--- src/inc/ragc_pkg.sv ---
/*
 * package for the right-channel gain control timing register bank:
 * register indices and byte addresses, field positions, reset values
 * and timing multipliers.
 * assumes a 32-bit apb bus with one register per aligned word.
 */
package ragc_pkg;

   // ==========================================================
   // register indices (byte address is four times the index)
   localparam logic [7:0]  IDX_ENABLE        = 8'h5e;
   localparam logic [7:0]  IDX_GAIN_CEILING  = 8'h60;
   localparam logic [7:0]  IDX_ATTACK_TIMING = 8'h61;
   localparam logic [7:0]  IDX_DECAY_TIMING  = 8'h62;
   localparam logic [7:0]  IDX_NOISE_DEB     = 8'h63;
   localparam logic [7:0]  IDX_STATUS        = 8'h68;

   localparam int          ADDR_W            = 12;

   localparam logic [11:0] ADDR_ENABLE       = {2'h0, IDX_ENABLE, 2'h0};
   localparam logic [11:0] ADDR_GAIN_CEILING = {2'h0, IDX_GAIN_CEILING, 2'h0};
   localparam logic [11:0] ADDR_ATTACK       = {2'h0, IDX_ATTACK_TIMING, 2'h0};
   localparam logic [11:0] ADDR_DECAY        = {2'h0, IDX_DECAY_TIMING, 2'h0};
   localparam logic [11:0] ADDR_NOISE_DEB    = {2'h0, IDX_NOISE_DEB, 2'h0};
   localparam logic [11:0] ADDR_STATUS       = {2'h0, IDX_STATUS, 2'h0};

   // ==========================================================
   // reset values
   localparam logic [7:0]  RST_ENABLE        = 8'h00;
   localparam logic [7:0]  RST_GAIN_CEILING  = 8'h7f;
   localparam logic [7:0]  RST_ATTACK        = 8'h00;
   localparam logic [7:0]  RST_DECAY         = 8'h00;
   localparam logic [7:0]  RST_NOISE_DEB     = 8'h00;

   // ==========================================================
   // writable bit masks; reserved bits stay zero
   localparam logic [7:0]  WMASK_ENABLE      = 8'h80;
   localparam logic [7:0]  WMASK_GAIN        = 8'h7f;
   localparam logic [7:0]  WMASK_TIMING      = 8'hff;
   localparam logic [7:0]  WMASK_NOISE       = 8'h1f;

   // ==========================================================
   // field positions
   localparam int          EN_BIT            = 7;
   localparam int          TIME_LSB          = 3;
   localparam int          SCALE_LSB         = 0;

   // ==========================================================
   // limits and timing multipliers, in adc word clocks
   localparam logic [6:0]  GAIN_MAX_CODE     = 7'h74;
   localparam int          ATTACK_BASE_SHIFT = 5;
   localparam int          DECAY_BASE_SHIFT  = 9;
   localparam logic [4:0]  NOISE_LOG_FIRST   = 5'h04;
   localparam logic [4:0]  NOISE_LOG_LAST    = 5'h0a;
   localparam logic [4:0]  NOISE_LIN_BASE    = 5'h0a;
   localparam logic [4:0]  NOISE_LIN_MAX     = 5'h14;
   localparam int          NOISE_LIN_SHIFT   = 12;
   localparam int          NOISE_CODE2_CLKS  = 4;
   localparam int          NOISE_CODE3_CLKS  = 8;

endpackage

--- src/ragc_cfg_reg.sv ---
/*
 * one software-writable configuration register with a reset value
 * and a mask of writable bits.
 * assumes a synchronous, active-low reset and a one-cycle write strobe.
 */
`timescale 1ns/10ps

module ragc_cfg_reg #(
   parameter int             WIDTH = 8,
   parameter logic [WIDTH-1:0] RESET = '0,
   parameter logic [WIDTH-1:0] WMASK = '1
) (
   // clock and reset
   input  wire logic             clk,
   input  wire logic             rst_n,
   // write side
   input  wire logic             wr_en,
   input  wire logic [WIDTH-1:0] wdata,
   // stored value
   output logic      [WIDTH-1:0] q
);

   logic [WIDTH-1:0] val_d;
   logic [WIDTH-1:0] val_q;

   // ==========================================================
   // next value
   // bits outside the mask load zero on a write so reserved bits read as zero
   always_comb begin
      val_d = val_q;
      if (wr_en) begin
         val_d = wdata & WMASK;
      end
   end

   // ==========================================================
   // storage
   always_ff @(posedge clk) begin
      if (!rst_n) begin
         val_q <= RESET;
      end else begin
         val_q <= val_d;
      end
   end

   assign q = val_q;

endmodule

--- src/ragc_timing_regs.sv ---
/*
 * right-channel gain control timing and limit register bank on apb,
 * decoding the stored codes into a gain ceiling and attack, decay and
 * noise debounce times counted in adc word clocks.
 * assumes an apb master on SYS_CLK and a gain loop that reads the
 * decoded outputs; the loop itself lives elsewhere.
 */
// The APB interface to the registers is this design's own decision.
`timescale 1ns/10ps

module ragc_timing_regs #(
   parameter int ATK_W   = 18,
   parameter int DCY_W   = 22,
   parameter int NOISE_W = 17
) (
   // clock and reset
   input  wire logic               SYS_CLK,
   input  wire logic               RST_N,
   // apb slave
   input  wire logic               PSEL,
   input  wire logic               PENABLE,
   input  wire logic               PWRITE,
   input  wire logic [11:0]        PADDR,
   input  wire logic [31:0]        PWDATA,
   output logic      [31:0]        PRDATA,
   output logic                    PREADY,
   output logic                    PSLVERR,
   // decoded settings for the gain loop
   output logic                    AGC_ACTIVE,
   output logic      [6:0]         MAX_GAIN_CODE,
   output logic      [ATK_W-1:0]   ATTACK_CLKS,
   output logic      [DCY_W-1:0]   DECAY_CLKS,
   output logic      [NOISE_W-1:0] NOISE_DEB_CLKS
);

   // ==========================================================
   // elaboration checks
   // widths must hold 63*32*128, 63*512*128 and 20*4096
   if (ATK_W < 18 || DCY_W < 22 || NOISE_W < 17) begin : g_width_chk
      $error("ragc_timing_regs: output widths too narrow");
   end

   // ==========================================================
   // apb decode
   logic       acc;
   logic       wr;
   logic       hit_en;
   logic       hit_gain;
   logic       hit_atk;
   logic       hit_dcy;
   logic       hit_noise;
   logic       hit_stat;
   logic       mapped;
   logic [7:0] wbyte;

   assign acc   = PSEL && PENABLE;
   assign wr    = acc && PWRITE;
   assign wbyte = PWDATA[7:0];

   always_comb begin
      hit_en    = 1'b0;
      hit_gain  = 1'b0;
      hit_atk   = 1'b0;
      hit_dcy   = 1'b0;
      hit_noise = 1'b0;
      hit_stat  = 1'b0;
      if (PADDR == ragc_pkg::ADDR_ENABLE) begin
         hit_en = 1'b1;
      end else if (PADDR == ragc_pkg::ADDR_GAIN_CEILING) begin
         hit_gain = 1'b1;
      end else if (PADDR == ragc_pkg::ADDR_ATTACK) begin
         hit_atk = 1'b1;
      end else if (PADDR == ragc_pkg::ADDR_DECAY) begin
         hit_dcy = 1'b1;
      end else if (PADDR == ragc_pkg::ADDR_NOISE_DEB) begin
         hit_noise = 1'b1;
      end else if (PADDR == ragc_pkg::ADDR_STATUS) begin
         hit_stat = 1'b1;
      end
   end

   assign mapped = hit_en || hit_gain || hit_atk || hit_dcy || hit_noise || hit_stat;

   // zero wait states: every access completes in its first access cycle
   assign PREADY  = 1'b1;
   assign PSLVERR = acc && !mapped;

   // ==========================================================
   // stored registers
   logic [7:0] enable_reg;
   logic [7:0] gain_reg;
   logic [7:0] attack_reg;
   logic [7:0] decay_reg;
   logic [7:0] noise_reg;

   ragc_cfg_reg #(
      .WIDTH (8),
      .RESET (ragc_pkg::RST_ENABLE),
      .WMASK (ragc_pkg::WMASK_ENABLE)
   ) u_enable (
      .clk   (SYS_CLK),
      .rst_n (RST_N),
      .wr_en (wr && hit_en),
      .wdata (wbyte),
      .q     (enable_reg)
   );

   ragc_cfg_reg #(
      .WIDTH (8),
      .RESET (ragc_pkg::RST_GAIN_CEILING),
      .WMASK (ragc_pkg::WMASK_GAIN)
   ) u_gain (
      .clk   (SYS_CLK),
      .rst_n (RST_N),
      .wr_en (wr && hit_gain),
      .wdata (wbyte),
      .q     (gain_reg)
   );

   ragc_cfg_reg #(
      .WIDTH (8),
      .RESET (ragc_pkg::RST_ATTACK),
      .WMASK (ragc_pkg::WMASK_TIMING)
   ) u_attack (
      .clk   (SYS_CLK),
      .rst_n (RST_N),
      .wr_en (wr && hit_atk),
      .wdata (wbyte),
      .q     (attack_reg)
   );

   ragc_cfg_reg #(
      .WIDTH (8),
      .RESET (ragc_pkg::RST_DECAY),
      .WMASK (ragc_pkg::WMASK_TIMING)
   ) u_decay (
      .clk   (SYS_CLK),
      .rst_n (RST_N),
      .wr_en (wr && hit_dcy),
      .wdata (wbyte),
      .q     (decay_reg)
   );

   ragc_cfg_reg #(
      .WIDTH (8),
      .RESET (ragc_pkg::RST_NOISE_DEB),
      .WMASK (ragc_pkg::WMASK_NOISE)
   ) u_noise (
      .clk   (SYS_CLK),
      .rst_n (RST_N),
      .wr_en (wr && hit_noise),
      .wdata (wbyte),
      .q     (noise_reg)
   );

   // ==========================================================
   // decode of stored codes
   logic               en_c;
   logic [6:0]         gain_c;
   logic [ATK_W-1:0]   atk_c;
   logic [DCY_W-1:0]   dcy_c;
   logic [NOISE_W-1:0] noise_c;
   logic [4:0]         atk_n;
   logic [2:0]         atk_s;
   logic [4:0]         dcy_n;
   logic [2:0]         dcy_s;
   logic [4:0]         nz;

   assign en_c  = enable_reg[ragc_pkg::EN_BIT];
   assign atk_n = attack_reg[ragc_pkg::TIME_LSB +: 5];
   assign atk_s = attack_reg[ragc_pkg::SCALE_LSB +: 3];
   assign dcy_n = decay_reg[ragc_pkg::TIME_LSB +: 5];
   assign dcy_s = decay_reg[ragc_pkg::SCALE_LSB +: 3];
   assign nz    = noise_reg[4:0];

   always_comb begin
      if (gain_reg[6:0] > ragc_pkg::GAIN_MAX_CODE) begin
         gain_c = ragc_pkg::GAIN_MAX_CODE;
      end else begin
         gain_c = gain_reg[6:0];
      end
   end

   // base times scale
   // the odd factor is {n,1}, so the product is a pure shift
   always_comb begin
      atk_c = ATK_W'({atk_n, 1'b1}) << (ragc_pkg::ATTACK_BASE_SHIFT + int'(atk_s));
   end

   always_comb begin
      dcy_c = DCY_W'({dcy_n, 1'b1}) << (ragc_pkg::DECAY_BASE_SHIFT + int'(dcy_s));
   end

   always_comb begin
      noise_c = '0;
      if (nz == 5'h02) begin
         noise_c = NOISE_W'(ragc_pkg::NOISE_CODE2_CLKS);
      end else if (nz == 5'h03) begin
         noise_c = NOISE_W'(ragc_pkg::NOISE_CODE3_CLKS);
      end else if (nz >= ragc_pkg::NOISE_LOG_FIRST && nz <= ragc_pkg::NOISE_LOG_LAST) begin
         noise_c = NOISE_W'(1) << (int'(nz) + 1);
      end else if (nz > ragc_pkg::NOISE_LOG_LAST) begin
         if (nz - ragc_pkg::NOISE_LIN_BASE > ragc_pkg::NOISE_LIN_MAX) begin
            noise_c = NOISE_W'(ragc_pkg::NOISE_LIN_MAX) << ragc_pkg::NOISE_LIN_SHIFT;
         end else begin
            noise_c = NOISE_W'(5'(nz - ragc_pkg::NOISE_LIN_BASE)) << ragc_pkg::NOISE_LIN_SHIFT;
         end
      end
   end

   // ==========================================================
   // registered outputs to the gain loop
   logic               active_d;
   logic               active_q;
   logic [6:0]         gain_d;
   logic [6:0]         gain_q;
   logic [ATK_W-1:0]   atk_d;
   logic [ATK_W-1:0]   atk_q;
   logic [DCY_W-1:0]   dcy_d;
   logic [DCY_W-1:0]   dcy_q;
   logic [NOISE_W-1:0] noise_d;
   logic [NOISE_W-1:0] noise_q;

   // gated by enable
   // a disabled loop sees all zeros so nothing stale drives it
   always_comb begin
      active_d = en_c;
      gain_d   = '0;
      atk_d    = '0;
      dcy_d    = '0;
      noise_d  = '0;
      if (en_c) begin
         gain_d  = gain_c;
         atk_d   = atk_c;
         dcy_d   = dcy_c;
         noise_d = noise_c;
      end
   end

   always_ff @(posedge SYS_CLK) begin
      if (!RST_N) begin
         active_q <= 1'b0;
         gain_q   <= '0;
         atk_q    <= '0;
         dcy_q    <= '0;
         noise_q  <= '0;
      end else begin
         active_q <= active_d;
         gain_q   <= gain_d;
         atk_q    <= atk_d;
         dcy_q    <= dcy_d;
         noise_q  <= noise_d;
      end
   end

   assign AGC_ACTIVE     = active_q;
   assign MAX_GAIN_CODE  = gain_q;
   assign ATTACK_CLKS    = atk_q;
   assign DECAY_CLKS     = dcy_q;
   assign NOISE_DEB_CLKS = noise_q;

   // ==========================================================
   // read mux
   // status shows the active flag and gain ceiling the loop really gets, clamp and gating included
   logic [31:0] rdata_mux;
   logic [31:0] rdata_d;
   logic [31:0] rdata_q;

   always_comb begin
      rdata_mux = '0;
      if (hit_en) begin
         rdata_mux = {24'h000000, enable_reg};
      end else if (hit_gain) begin
         rdata_mux = {24'h000000, gain_reg};
      end else if (hit_atk) begin
         rdata_mux = {24'h000000, attack_reg};
      end else if (hit_dcy) begin
         rdata_mux = {24'h000000, decay_reg};
      end else if (hit_noise) begin
         rdata_mux = {24'h000000, noise_reg};
      end else if (hit_stat) begin
         rdata_mux = {24'h000000, active_q, gain_q};
      end
   end

   // captured at the end of setup so read data come from a flop
   // and still stand through the access cycle with no wait state
   always_comb begin
      rdata_d = rdata_q;
      if (PSEL && !PENABLE && !PWRITE) begin
         rdata_d = rdata_mux;
      end
   end

   always_ff @(posedge SYS_CLK) begin
      if (!RST_N) begin
         rdata_q <= '0;
      end else begin
         rdata_q <= rdata_d;
      end
   end

   assign PRDATA = rdata_q;

endmodule

--- config.mk ---
export PLATFORM = sky130hd
export DESIGN_NAME = ragc_timing_regs
export DESIGN_NICKNAME = d
export VERILOG_FILES = /design/src/inc/ragc_pkg.sv /design/src/ragc_cfg_reg.sv /design/src/ragc_timing_regs.sv
export SDC_FILE = /design/constraint.sdc
export NUM_CORES = 1
export LEC_CHECK = 0
export ABC_AREA = 1
export BUFFER_PORTS_ARGS = -buffer_cell sky130_fd_sc_hd__clkbuf_2
export CORE_ASPECT_RATIO = 1.2
export CORE_MARGIN = 2
export CORE_UTILIZATION = 40
export CTS_BUF_LIST = sky130_fd_sc_hd__clkbuf_16
export CTS_CLUSTER_SIZE = 24
export DETAILED_ROUTE_END_ITERATION = 7
export PLACE_DENSITY = 0.72
export SETUP_SLACK_MARGIN = 0.1
export SKIP_LAST_GASP = 1
export SLEW_MARGIN = 0
export SYNTH_ARGS = -nofsm -noshare
export SYNTH_HDL_FRONTEND = slang
export SYNTH_SLANG_ARGS = --single-unit
--- constraint.sdc ---
create_clock -name SYS_CLK -period 2.4 [get_ports SYS_CLK]
set_input_delay 0.24 -clock SYS_CLK [delete_from_list [all_inputs] [get_ports SYS_CLK]]
set_output_delay 0.24 -clock SYS_CLK [all_outputs]
set_load 0.05 [all_outputs]
Word level (Yosys, flattened, before mapping)
Index checks and enable logic that the tools add are counted.
{ "totals": {"out_inout_bits": 99, "register_bits": 126, "inputBits": 49} }
{ "classes": {"addsub": 4, "bitwise_logic": 2, "n_lt_le_gt_ge": 5, "shift": 3, "mux": 33, "reduce_logical": 23, "eq_ne": 8} }
{ "ops": {"columns": ["operator", "count"], "rows": [
  ["12-bit by 9-bit == test with 1-bit output (second input constant)", 6],
  ["17-bit two-way mux", 3],
  ["8-bit two-way mux", 6],
  ["6-bit by 5-bit left shift with 22-bit output", 1],
  ["1-bit two-way mux", 21],
  ["6-bit by 4-bit left shift with 18-bit output", 1],
  ["1-bit by 6-bit left shift with 17-bit output (first input constant)", 1],
  ["1-bit logical AND", 11],
  ["5-bit by 2-bit == test with 1-bit output (second input constant)", 2],
  ["7-bit greater-than comparator (second input constant)", 1],
  ["7-bit two-way mux", 1],
  ["5-bit by 1-bit adder with 6-bit output (second input constant)", 1],
  ["3-bit OR reduction", 2],
  ["4-bit by 3-bit adder with 5-bit output (first input constant)", 1],
  ["5-bit by 3-bit greater-or-equal comparator with 1-bit output (second input constant)", 1],
  ["5-bit by 4-bit greater-than comparator with 1-bit output (second input constant)", 1],
  ["5-bit greater-than comparator (second input constant)", 1],
  ["5-bit by 4-bit less-or-equal comparator with 1-bit output (second input constant)", 1],
  ["1-bit logical OR", 5],
  ["5-bit by 4-bit subtractor with 5-bit output (second input constant)", 1],
  ["3-bit by 3-bit adder with 4-bit output (first input constant)", 1],
  ["4-bit two-way mux", 1],
  ["4-bit OR reduction", 1],
  ["1-bit logical NOT", 3],
  ["3 further kinds", 4]
]} }

Longest topological paths before layout
Gate-level depths: netlist (run 1).
{ "logic_depth": {"word_depth": 13, "depth_mapped": 10} }

Hierarchy
Synthesis (run 1) repeated with hierarchy kept, for this count alone.
{ "unflattened": {"hier_cells": 724, "hier_area_um2": 5237.5} }
{ "modules_own_cells": {"columns": ["module", "instances", "seq_area_each_um2", "cells_per_inst", "area_per_inst_um2"], "rows": [
  ["ragc_timing_regs", 1, 1461.4, 541, 3941.3],
  ["ragc_cfg_reg (u_attack ...)", 2, 160.2, 51, 356.6],
  ["ragc_cfg_reg (u_gain)", 1, 140.1, 32, 254.0],
  ["ragc_cfg_reg (u_noise)", 1, 100.1, 35, 231.5],
  ["ragc_cfg_reg (u_enable)", 1, 20.0, 14, 97.6]
]} }

Worst setup path after synthesis (run 1)
Ideal clock, no wire load.
{ "synth_timing": {"kind": "in2out", "from": "input port PADDR[7]", "to": "output port PSLVERR", "t_required_ns": 2.160, "slack_ns": -0.251, "arrival_ns": 2.411, "path_stages": 8, "cell_sequence": "inv_1 > nor2_2 > nand2_1 > nor2_4 > nand2_1 > nand2_1 > nor2_1 > nor4b_1"} }
{ "synth_between": {"elab_chain_len": 10, "elab_cells_between_ends": 34, "cone_classes": "6 x eq/ne; 21 x mux; 7 x reduce/logical"} }
{ "synth_lines": {"columns": ["element", "line_no", "source"], "rows": [
  ["start, declared", "ragc_timing_regs.sv:23", "input wire logic [11:0] PADDR,"],
  ["12-bit by 9-bit == test with 1-bit output, on equally long branches", null, null],
  ["1-bit two-way mux, on equally long branches (2 in a row)", null, null],
  ["1-bit two-way mux (tied with other cells)", "ragc_timing_regs.sv:73", "end else if (PADDR == ragc_pkg::ADDR_DECAY) begin"],
  ["1-bit two-way mux (tied with other cells)", "ragc_timing_regs.sv:71", "end else if (PADDR == ragc_pkg::ADDR_ATTACK) begin"],
  ["1-bit two-way mux (tied with other cells)", "ragc_timing_regs.sv:69", "end else if (PADDR == ragc_pkg::ADDR_GAIN_CEILING) begin"],
  ["1-bit two-way mux / 1-bit logical OR (equally long branches)", "ragc_timing_regs.sv:67, ragc_timing_regs.sv:82", null],
  ["1-bit logical OR *", "ragc_timing_regs.sv:82", "assign mapped = hit_en || hit_gain || hit_atk || hit_dcy || hit_noise || hit_stat;"],
  ["1-bit logical NOT *", "ragc_timing_regs.sv:86", "assign PSLVERR = acc && !mapped;"],
  ["1-bit logical AND *", "ragc_timing_regs.sv:86", null],
  ["end, declared", "ragc_timing_regs.sv:27", "output logic PSLVERR,"]
]} }
Every way passes the cells marked *; elsewhere a longest branch is shown, timed or not.

Final worst setup path (run 1)
{ "layout_timing": {"from": "register u_attack.val_q[0] (netlist: u_attack.q[0])", "to": "register atk_q[11] (netlist: ATTACK_CLKS[11])"} }
{ "layout_between": {"elab_chain_len": 2} }
{ "layout_lines": {"columns": ["element", "line_no", "source"], "rows": [
  ["start, declared", "ragc_cfg_reg.sv:24", "logic [WIDTH-1:0] val_q;"],
  ["start signal, assigned", "ragc_cfg_reg.sv:42", "val_q <= val_d;"],
  ["3-bit by 3-bit adder with 4-bit output", "ragc_timing_regs.sv:187", "atk_c = ATK_W'({atk_n, 1'b1}) << (ragc_pkg::ATTACK_BASE_SHIFT + int'(atk_s));"],
  ["6-bit by 4-bit left shift with 18-bit output", "ragc_timing_regs.sv:187", null],
  ["end signal, assigned", "ragc_timing_regs.sv:250", "atk_q <= atk_d;"],
  ["end, declared", "ragc_timing_regs.sv:218", "logic [ATK_W-1:0] atk_q;"]
]} }
Every way passes these cells.
A chain may end at the register's enable or synchronous reset.

==> results of run 1 <==
[cell type report]
cell class,count,area [µm²]
fillers,1189,5990
clock inverters,7,40.0
multi-input cells,434,2260
well taps,157,196
repair buffers,102,520
flip-flops and latches,102,2040
inverters,73,287
clock buffers,9,225
[worst max path at each step]
stage	to	depth (start not counted)	startpoint	slack, ns
floorplan	PSLVERR	8	PADDR[7]	0.46
global placement	ATTACK_CLKS[11]	6	u_attack.q[0]	0.56
detailed placement	ATTACK_CLKS[11]	6	u_attack.q[0]	0.50
CTS	ATTACK_CLKS[11]	6	u_attack.q[0]	0.46
global route	ATTACK_CLKS[11]	6	u_attack.q[0]	0.24
finish	ATTACK_CLKS[11]	6	u_attack.q[0]	0.47
[layer usage]
layer / wire (µm) / share of wire / global-route usage / vias to the layer above
li1: - / - / - / 2180
met1: 4720 / 0.43 / 0.216 / 1802
met2: 5450 / 0.50 / 0.316 / 112
met3: 537 / 0.049 / 0.0264 / 17
met4: 285 / 0.026 / 0.0912 / 0
met5: 0 / 0 / 0 / -
[flip-flops by register name (all words and copies together), names as in the netlist]
register        flops
MAX_GAIN_CODE       7
NOISE_DEB_CLKS     17
u_enable.q          1
u_decay.q           8
ATTACK_CLKS        18
AGC_ACTIVE          1
u_gain.q            7
PRDATA              8
DECAY_CLKS         22
u_attack.q          8
u_noise.q           5
[where the power goes]
part / leakage [nW] / total [mW] / internal, mW / switching, mW
clock network: 0.138 / 1.31 / 0.695 / 0.612
logic: 1.60 / 0.200 / 0.0332 / 0.167
registers: 0.822 / 1.70 / 1.69 / 0.00112
total: 2.56 / 3.20 / 2.42 / 0.780
[cells by family (layout without fill, tap and decap cells)]
logic type,after synthesis,in the layout
XOR/XNOR,3,3
flip-flops,102,102
AO/OA/AOI/OAI,121,121
multiplexers,4,4
adder cells (fa/ha/maj),9,9
buffers and inverters,111,191
other,2,26
AND/OR/NAND/NOR,271,271
[worst max-delay path: stages, from the launching register on]
cell,delay (ns)
dfxtp_1,0.40
ha_1,0.25
ha_1,0.45
clkinv_1,0.27
nor2_1,0.25
nand2_1,0.08
a21oi_1,0.15
[layout by cell type, fill, tap and decap left out, types with 3 or more instances in the layout]
cell and n:
nor2_2 4, nand2_1 109, o21ai_0 46, a211oi_2 5, clkinv_4 3, dfxtp_1 102, mux2i_1 4, conb_1 26
o21ai_1 5, clkinv_2 3, o211ai_1 13, a21oi_1 47, ha_1 9, nor3_1 12, clkbuf_16 9, buf_4 4
clkbuf_2 98, o22ai_1 4, nand3_1 40, nand4_1 7, clkinv_1 3, inv_2 4, nor2_4 7, nand2_2 6
inv_1 65, nor2_1 73
==> results.ini, run 1 <==
[pwr]
total_leakage_power_nw=2.56
ir_worst_vdd_mv=0.278
total_power_mw=3.20
power_density_nw_per_um2=575

[placed_design]
place_ws_ns=0.499
portBuffers=98
dp_hpwl_mm=8.55
place_inst=868
place_congestion=0.861
dpl_cell_area_um2=5310

[synth]
synth_top_area_frac=0.429
ys_seq_area_frac=0.429
synth_ff_type=dfxtp_1
synth.mux.area_fraction=0.00841
synth_simple_gate_area_frac=0.270
synth_edf_count=0
yosysUniqueCellTypes=40
synthArstFlopShare=0
synth_top_family_by_area=simple AND/OR/NAND/NOR gates
postSynthAreaPerCell_um2=7.65
yosys.area_share.xor_xnor=0.00709
synth_common_cells=nand2_1, dfxtp_1, nor2_1
syn_area_um2=4760
ys_warn_count=0
synth_compound_area_frac=0.144
ys_ff_latch=102
synthAdderAreaFrac=0.0236
synthTopCellsByArea=dfxtp_1, nand2_1, nor2_1, inv_1, a21oi_1
yosysMostFrequentCell=nand2_1
synth.largest_area_cell=dfxtp_1
synthCells=623

[drt]
vias=4111
routed_wl_mm=11.0
drt_iter0_markers=267
ant_nets=0
post_drt_wl_per_cell_um=12.4
drc=0
first_pass_iters=4
viasPerCell=4.65

[critical_path]
rrSetupSlack_ns=0.47
start_kind=register
arrival_ns=2.21
critical_path_class=reg -> reg
r2r_end=ATTACK_CLKS[11]
crit_path_max_fanout=11
ff2ff_path_depth=6
reg2reg_from=u_attack.q[0]
worstSetupEndpointType=register
crit_required_ns=2.68

[cells_and_area]
n_antenna_cell=0
syn2layout_area_growth_pct=17.0
fin_util=0.482
final_cells=884
final_area_um2=5570
nets=780
drive_gt1_frac=0.217

[floorplan]
die_h_um=124
coreArea_um2=11600
die_area_um2=12800
die_x_um=104
ioPinCount=148
rows=43
initial_core_util=0.412

[sta]
fin_ws_ns=0.469
clock.fmax_mhz=518
tightest_slew_ns=0.701
fin_crit_sh=0.804
setup_violations=0
hold_ws_ns=0.177
hold_viol_final=0
final_max_slew_viol_count=0
slew_headroom=0.529
fin_crit_ns=1.93
finClkSkew_ns=0.00762
setup_tns_ns=0
rsz0062_at_grt=false

[clocking]
ctsHoldBuffers=0
cts_tree=built
clkLatencyLatePin_ns=0.35
cts_buffers=9
root_buffer=clkbuf_16
postCtsSetupRepairBufs=0
cts-htree-levels=3
clock_path_buffers=2
cts_sinks=102
path_clk_slew_ns=0.07
cts_resized=0

[global_route]
grt_use_total=0.180
grt_pass1_wl_mm=18.2
grt_max_degree=28
antenna_found_initial=0
grt_pass1_vias=3821
gr-total-overflow=0

[min_path]
holdCritStartpoint=PWDATA[7]
min_path_cells=3
hold_end=u_attack.q[7]
min-delay-path-class=in -> reg

[outcome]
status=completed

[job]
drv_cap=0

Power figures use the tool's default switching activity.
==> inputs of run 2 (changes only) <==
--- a/config.mk
+++ b/config.mk
@@ -13,7 +13,7 @@
 export CTS_BUF_LIST = sky130_fd_sc_hd__clkbuf_16
 export CTS_CLUSTER_SIZE = 24
 export DETAILED_ROUTE_END_ITERATION = 7
-export PLACE_DENSITY = 0.72
+export PLACE_DENSITY = 0.74
 export SETUP_SLACK_MARGIN = 0.1
 export SKIP_LAST_GASP = 1
 export SLEW_MARGIN = 0
==> constraint.sdc (replaced) <==
create_clock -name SYS_CLK -period 1.6 [get_ports SYS_CLK]
set_input_delay 0.16 -clock SYS_CLK [delete_from_list [all_inputs] [get_ports SYS_CLK]]
set_output_delay 0.16 -clock SYS_CLK [all_outputs]
set_load 0.05 [all_outputs]
==> run 2 against run 1 <==
  * Design area up 9.5%
  * Critical path depth increased by 2
  * Die area unchanged
  * Global-route usage is 0.25 points lower
  * Register-to-register slack got worse by 0.35 ns
  * Via count grew 5.6%
  * Count of clock-buffer cells in the layout unchanged
  * Routed wire length increased by 5.3%
  * Sequential power rose by 49%
  * Critical endpoint is now NOISE_DEB_CLKS[7]
  * Final cell count is 4.4% higher
  * Sequential share of layout area shrank 3.0 points
  * Core utilization up 4.6 points
==> results.ini, run 2 (synthesis results as in run 1) <==
[min_path]
min-delay-path-class=in -> reg
holdCritStartpoint=PWDATA[7]
hold_end=u_attack.q[7]
min_path_cells=3

[sta]
final_max_slew_viol_count=0
fin_crit_sh=0.923
rsz0062_at_grt=true
finClkSkew_ns=0.00777
fin_crit_ns=1.48
setup_violations=0
setup_tns_ns=0
clock.fmax_mhz=677
hold_viol_final=0

[clocking]
ctsHoldBuffers=0
cts_tree=built
root_buffer=clkbuf_16
clock_path_buffers=2
cts_sinks=102
clkLatencyLatePin_ns=0.34
cts-htree-levels=3
cts_buffers=9
path_clk_slew_ns=0.08

[pwr]
ir_worst_vdd_mv=0.651
total_power_mw=5.11
total_leakage_power_nw=2.80
power_density_nw_per_um2=838

[floorplan]
initial_core_util=0.412
coreArea_um2=11600
die_x_um=104
die_area_um2=12800
ioPinCount=148
die_h_um=124
rows=43

[critical_path]
cp_slowest_stage_delay_ns=0.39
reg2reg_from=u_noise.q[2]
critical_path_class=reg -> reg
path_cells=buf_6 -> nand2_1 -> nor2_2 -> xor2_2 -> nand2_2 -> nor2_4 -> nand2_4 -> nor3_2
crit_required_ns=1.87
worstSetupEndpointType=register
slowest_stage=dfxtp_4
ff2ff_path_depth=8
arrival_ns=1.74
r2r_end=NOISE_DEB_CLKS[7]
rrSetupSlack_ns=0.12
start_kind=register
crit_path_max_fanout=7

[placed_design]
portBuffers=98
place_inst=899
dpl_cell_area_um2=5550
place_congestion=0.865
dp_hpwl_mm=8.79

[cells_and_area]
seqCellArea_um2=2050
nFillCells=1112
mostFrequentLayoutCells=nand2_1, dfxtp_1, clkbuf_2
final_area_um2=6100
final_cells=923
syn2layout_area_growth_pct=28.1
final_common_cell=nand2_1
fin_util=0.528
largest_reg_flops=22
multiInputGateArea_um2=2420
drive_gt1_frac=0.309
n_antenna_cell=0
nets=819

[job]
drv_cap=0

[global_route]
antenna_found_initial=0
grt_use_total=0.177
grt_pass1_wl_mm=18.4
grt_pass1_vias=3953
gr-total-overflow=0
grt_max_degree=28

[drt]
vias=4343
viasPerCell=4.71
post_drt_wl_per_cell_um=12.5
drc=0
ant_nets=0
routed_wl_mm=11.6
drt_iter0_markers=348
first_pass_iters=5

[outcome]
status=completed

[run 2: area by class of cell]
class                           count  area share
Multi-Input combinational cell    434       0.396
Clock inverter                      7      0.0150
Sequential cell                   102       0.336
Inverter                           73      0.0484
Timing Repair Buffer              141       0.135
Tap cell                          157      0.0322
Clock buffer                        9      0.0369
[run 2: worst max-delay path by stage]
stage,startpoint,endpoint,slack [ns]
6_report,u_noise.q[2],NOISE_DEB_CLKS[7],0.12
4_1_cts,u_noise.q[1],NOISE_DEB_CLKS[12],0.07
5_1_grt,u_noise.q[2],NOISE_DEB_CLKS[11],0.04
3_3_place_gp,PADDR[0],PSLVERR,0.04
3_5_place_dp,u_noise.q[1],NOISE_DEB_CLKS[12],0.02
2_1_floorplan,PADDR[7],PSLVERR,0.12
[run 2: stage by stage]
| step | hold slack (ns) | setup WS [ns] |
|---|---|---|
| final | 0.0882 | 0.124 |
| after global routing | 0.102 | 0.0392 |
| after CTS | 0.0829 | 0.0749 |
| after detailed placement | 0.441 | 0.0168 |
| after global placement | 0.433 | 0.0439 |
| after floorplan | 0.288 | 0.117 |
[run 2: where the power goes]
group / internal, mW / total, mW / switching, mW
Sequential: 2.54 / 2.54 / 0.00144
Combinational: 0.0628 / 0.320 / 0.257
Clock: 1.25 / 2.26 / 1.00
Total: 3.85 / 5.11 / 1.26
[run 2: what timing repair did]
action	CTS	global route
setup endpoints to repair	27	49
setup buffers	0	8
endpoints found under the hold margin	0	0
gates resized for setup	17	48
pin swaps	0	7
[run 2: layer usage]
metal | GRT usage | routed length, µm | up-vias | part of all wire
li1 | - | - | 2262 | -
met1 | 0.217 | 4940 | 1937 | 0.43
met2 | 0.318 | 5980 | 123 | 0.52
met3 | 0.0237 | 464 | 21 | 0.040
met4 | 0.0718 | 199 | 0 | 0.017
met5 | 0 | 0 | - | 0
[run 2: critical path, delay by kind of cell, from the launching register on]
kind	cells	cell delay [ns]
AND/OR/NAND/NOR	6	0.70
flip-flops	1	0.39
XOR/XNOR	1	0.19
buffers and inverters	1	0.12
==> inputs of run 3 (changes only) <==
==> constraint.sdc (replaced) <==
create_clock -name SYS_CLK -period 1.3 [get_ports SYS_CLK]
set_input_delay 0.13 -clock SYS_CLK [delete_from_list [all_inputs] [get_ports SYS_CLK]]
set_output_delay 0.13 -clock SYS_CLK [all_outputs]
set_load 0.05 [all_outputs]
==> run 3 against run 2 <==
  * The run now ends with setup timing left
  * Total power increased by 28%
  * Critical path depth shrank 1
  * Non-clock buffer count up 63
  * Sequential power rose by 23%
  * Sequential cell count unchanged
  * Combinational power increased by 40%
  * Critical endpoint is now NOISE_DEB_CLKS[16]
  * Critical path type unchanged
  * Sequential share of layout area shrank 6.1 points
  * Via count rose by 11%
  * Largest power group unchanged
==> results.ini, run 3 (synthesis results as in run 1) <==
[outcome]
status=finished, violations left
failed_checks=setup timing

[critical_path]
rrSetupSlack_ns=-0.13
worstSetupEndpointType=register
r2r_end=NOISE_DEB_CLKS[16]
crit_path_max_fanout=6
start_kind=register
crit_required_ns=1.58
arrival_ns=1.71
ff2ff_path_depth=7
reg2reg_from=u_noise.q[2]
critical_path_class=reg -> reg

[min_path]
min-delay-path-class=in -> reg
hold_end=u_attack.q[7]
holdCritStartpoint=PWDATA[7]
min_path_cells=3

[cells_and_area]
nFillCells=901
final_common_cell=dfxtp_1
drive_gt1_frac=0.500
syn2layout_area_growth_pct=57.6
n_antenna_cell=0
mostFrequentLayoutCells=dfxtp_1, clkbuf_2, buf_4
final_cells=987
fin_util=0.649
nets=883
largest_reg_flops=22

[drt]
ant_nets=0
drt_iter0_markers=255
drc=0
first_pass_iters=4
viasPerCell=4.89
vias=4827
post_drt_wl_per_cell_um=14.4
routed_wl_mm=14.2

[floorplan]
die_x_um=104
die_area_um2=12800
rows=43
coreArea_um2=11600
die_h_um=124
initial_core_util=0.412
ioPinCount=148

[sta]
fin_crit_ns=1.43
setup_tns_ns=-3.44
hold_ws_ns=0.0608
fin_crit_sh=1.10
final_max_slew_viol_count=0
fin_ws_ns=-0.135
finClkSkew_ns=0.00938
rsz0062_at_grt=true
clock.fmax_mhz=697
setup_violations=51
hold_viol_final=0

[global_route]
antenna_found_initial=0
grt_use_total=0.208
grt_use_met3=0.0316
grt_util_met2=0.404
busiest_layer=met2
grt_max_degree=28
grt_pass1_vias=4577
grt_pass1_wl_mm=21.4
gr-total-overflow=0
grt_use_met1=0.231

[job]
drv_cap=0

[clocking]
cts-htree-levels=3
cts_buffers=9
clkLatencyLatePin_ns=0.35
root_buffer=clkbuf_16
clock_path_buffers=2
cts_tree=built
path_clk_slew_ns=0.07
cts_sinks=102

[placed_design]
place_congestion=0.879
portBuffers=98
dp_hpwl_mm=9.65
place_inst=946

[pwr]
total_power_mw=6.54
ir_worst_vdd_mv=0.635
total_leakage_power_nw=3.35
power_density_nw_per_um2=871

run 3: layout make-up:
type,count,area (µm²),share of cell area
Sequential cell,102,2060,0.275
Timing Repair inverter,1,11.3,0.00150
Clock inverter,6,81.3,0.0108
Tap cell,157,196,0.0262
Multi-Input combinational cell,434,3050,0.406
Inverter,73,349,0.0465
Timing Repair Buffer,204,1500,0.200
Clock buffer,10,250,0.0333
run 3: timing repair:
item,in CTS,in global routing
pin swaps,25,58
gates cloned,2,0
buffers inserted,19,7
gates resized for setup,75,126
hold buffers,0,0
endpoints found under the setup margin,58,64
run 3: routing by layer:
layer  wire [µm]  vias to the layer above
met3         565                       31
li1            -                     2396
met1        5460                     2260
met4         346                        0
met5           0                        -
met2        7860                      140
run 3: critical path, cell delays in order (launching register included):
cell	delay, ns
dfxtp_4	0.41
nand2_1	0.11
nor2_4	0.13
xor2_2	0.10
buf_4	0.15
nor3_2	0.14
nand3_1	0.16
a21oi_2	0.17
run 3: per-stage QoR:
stage	instance area (µm²)	setup slack, ns
floorplan	5160	-0.0378
global placement	6210	-0.127
detailed placement	6210	-0.161
CTS	6960	-0.0954
global route	7500	-0.220
finish	7500	-0.135
run 3: worst max-delay path by stage:
stage                    endpoint  slack (ns)    startpoint  depth (start not counted)
6_report       NOISE_DEB_CLKS[16]       -0.13  u_noise.q[2]                          7
4_1_cts        NOISE_DEB_CLKS[16]        -0.1  u_noise.q[1]                          7
5_1_grt         NOISE_DEB_CLKS[4]       -0.22  u_noise.q[2]                          7
3_3_place_gp              PSLVERR       -0.13      PADDR[1]                         11
2_1_floorplan             PSLVERR       -0.04      PADDR[8]                          8
3_5_place_dp              PSLVERR       -0.16      PADDR[1]                         11
run 3: power by group:
part	switching, mW	internal [mW]	leakage [nW]	total [mW]
sequential	0.00194	3.12	0.828	3.12
combinational	0.341	0.107	2.36	0.448
clock	1.18	1.79	0.163	2.97
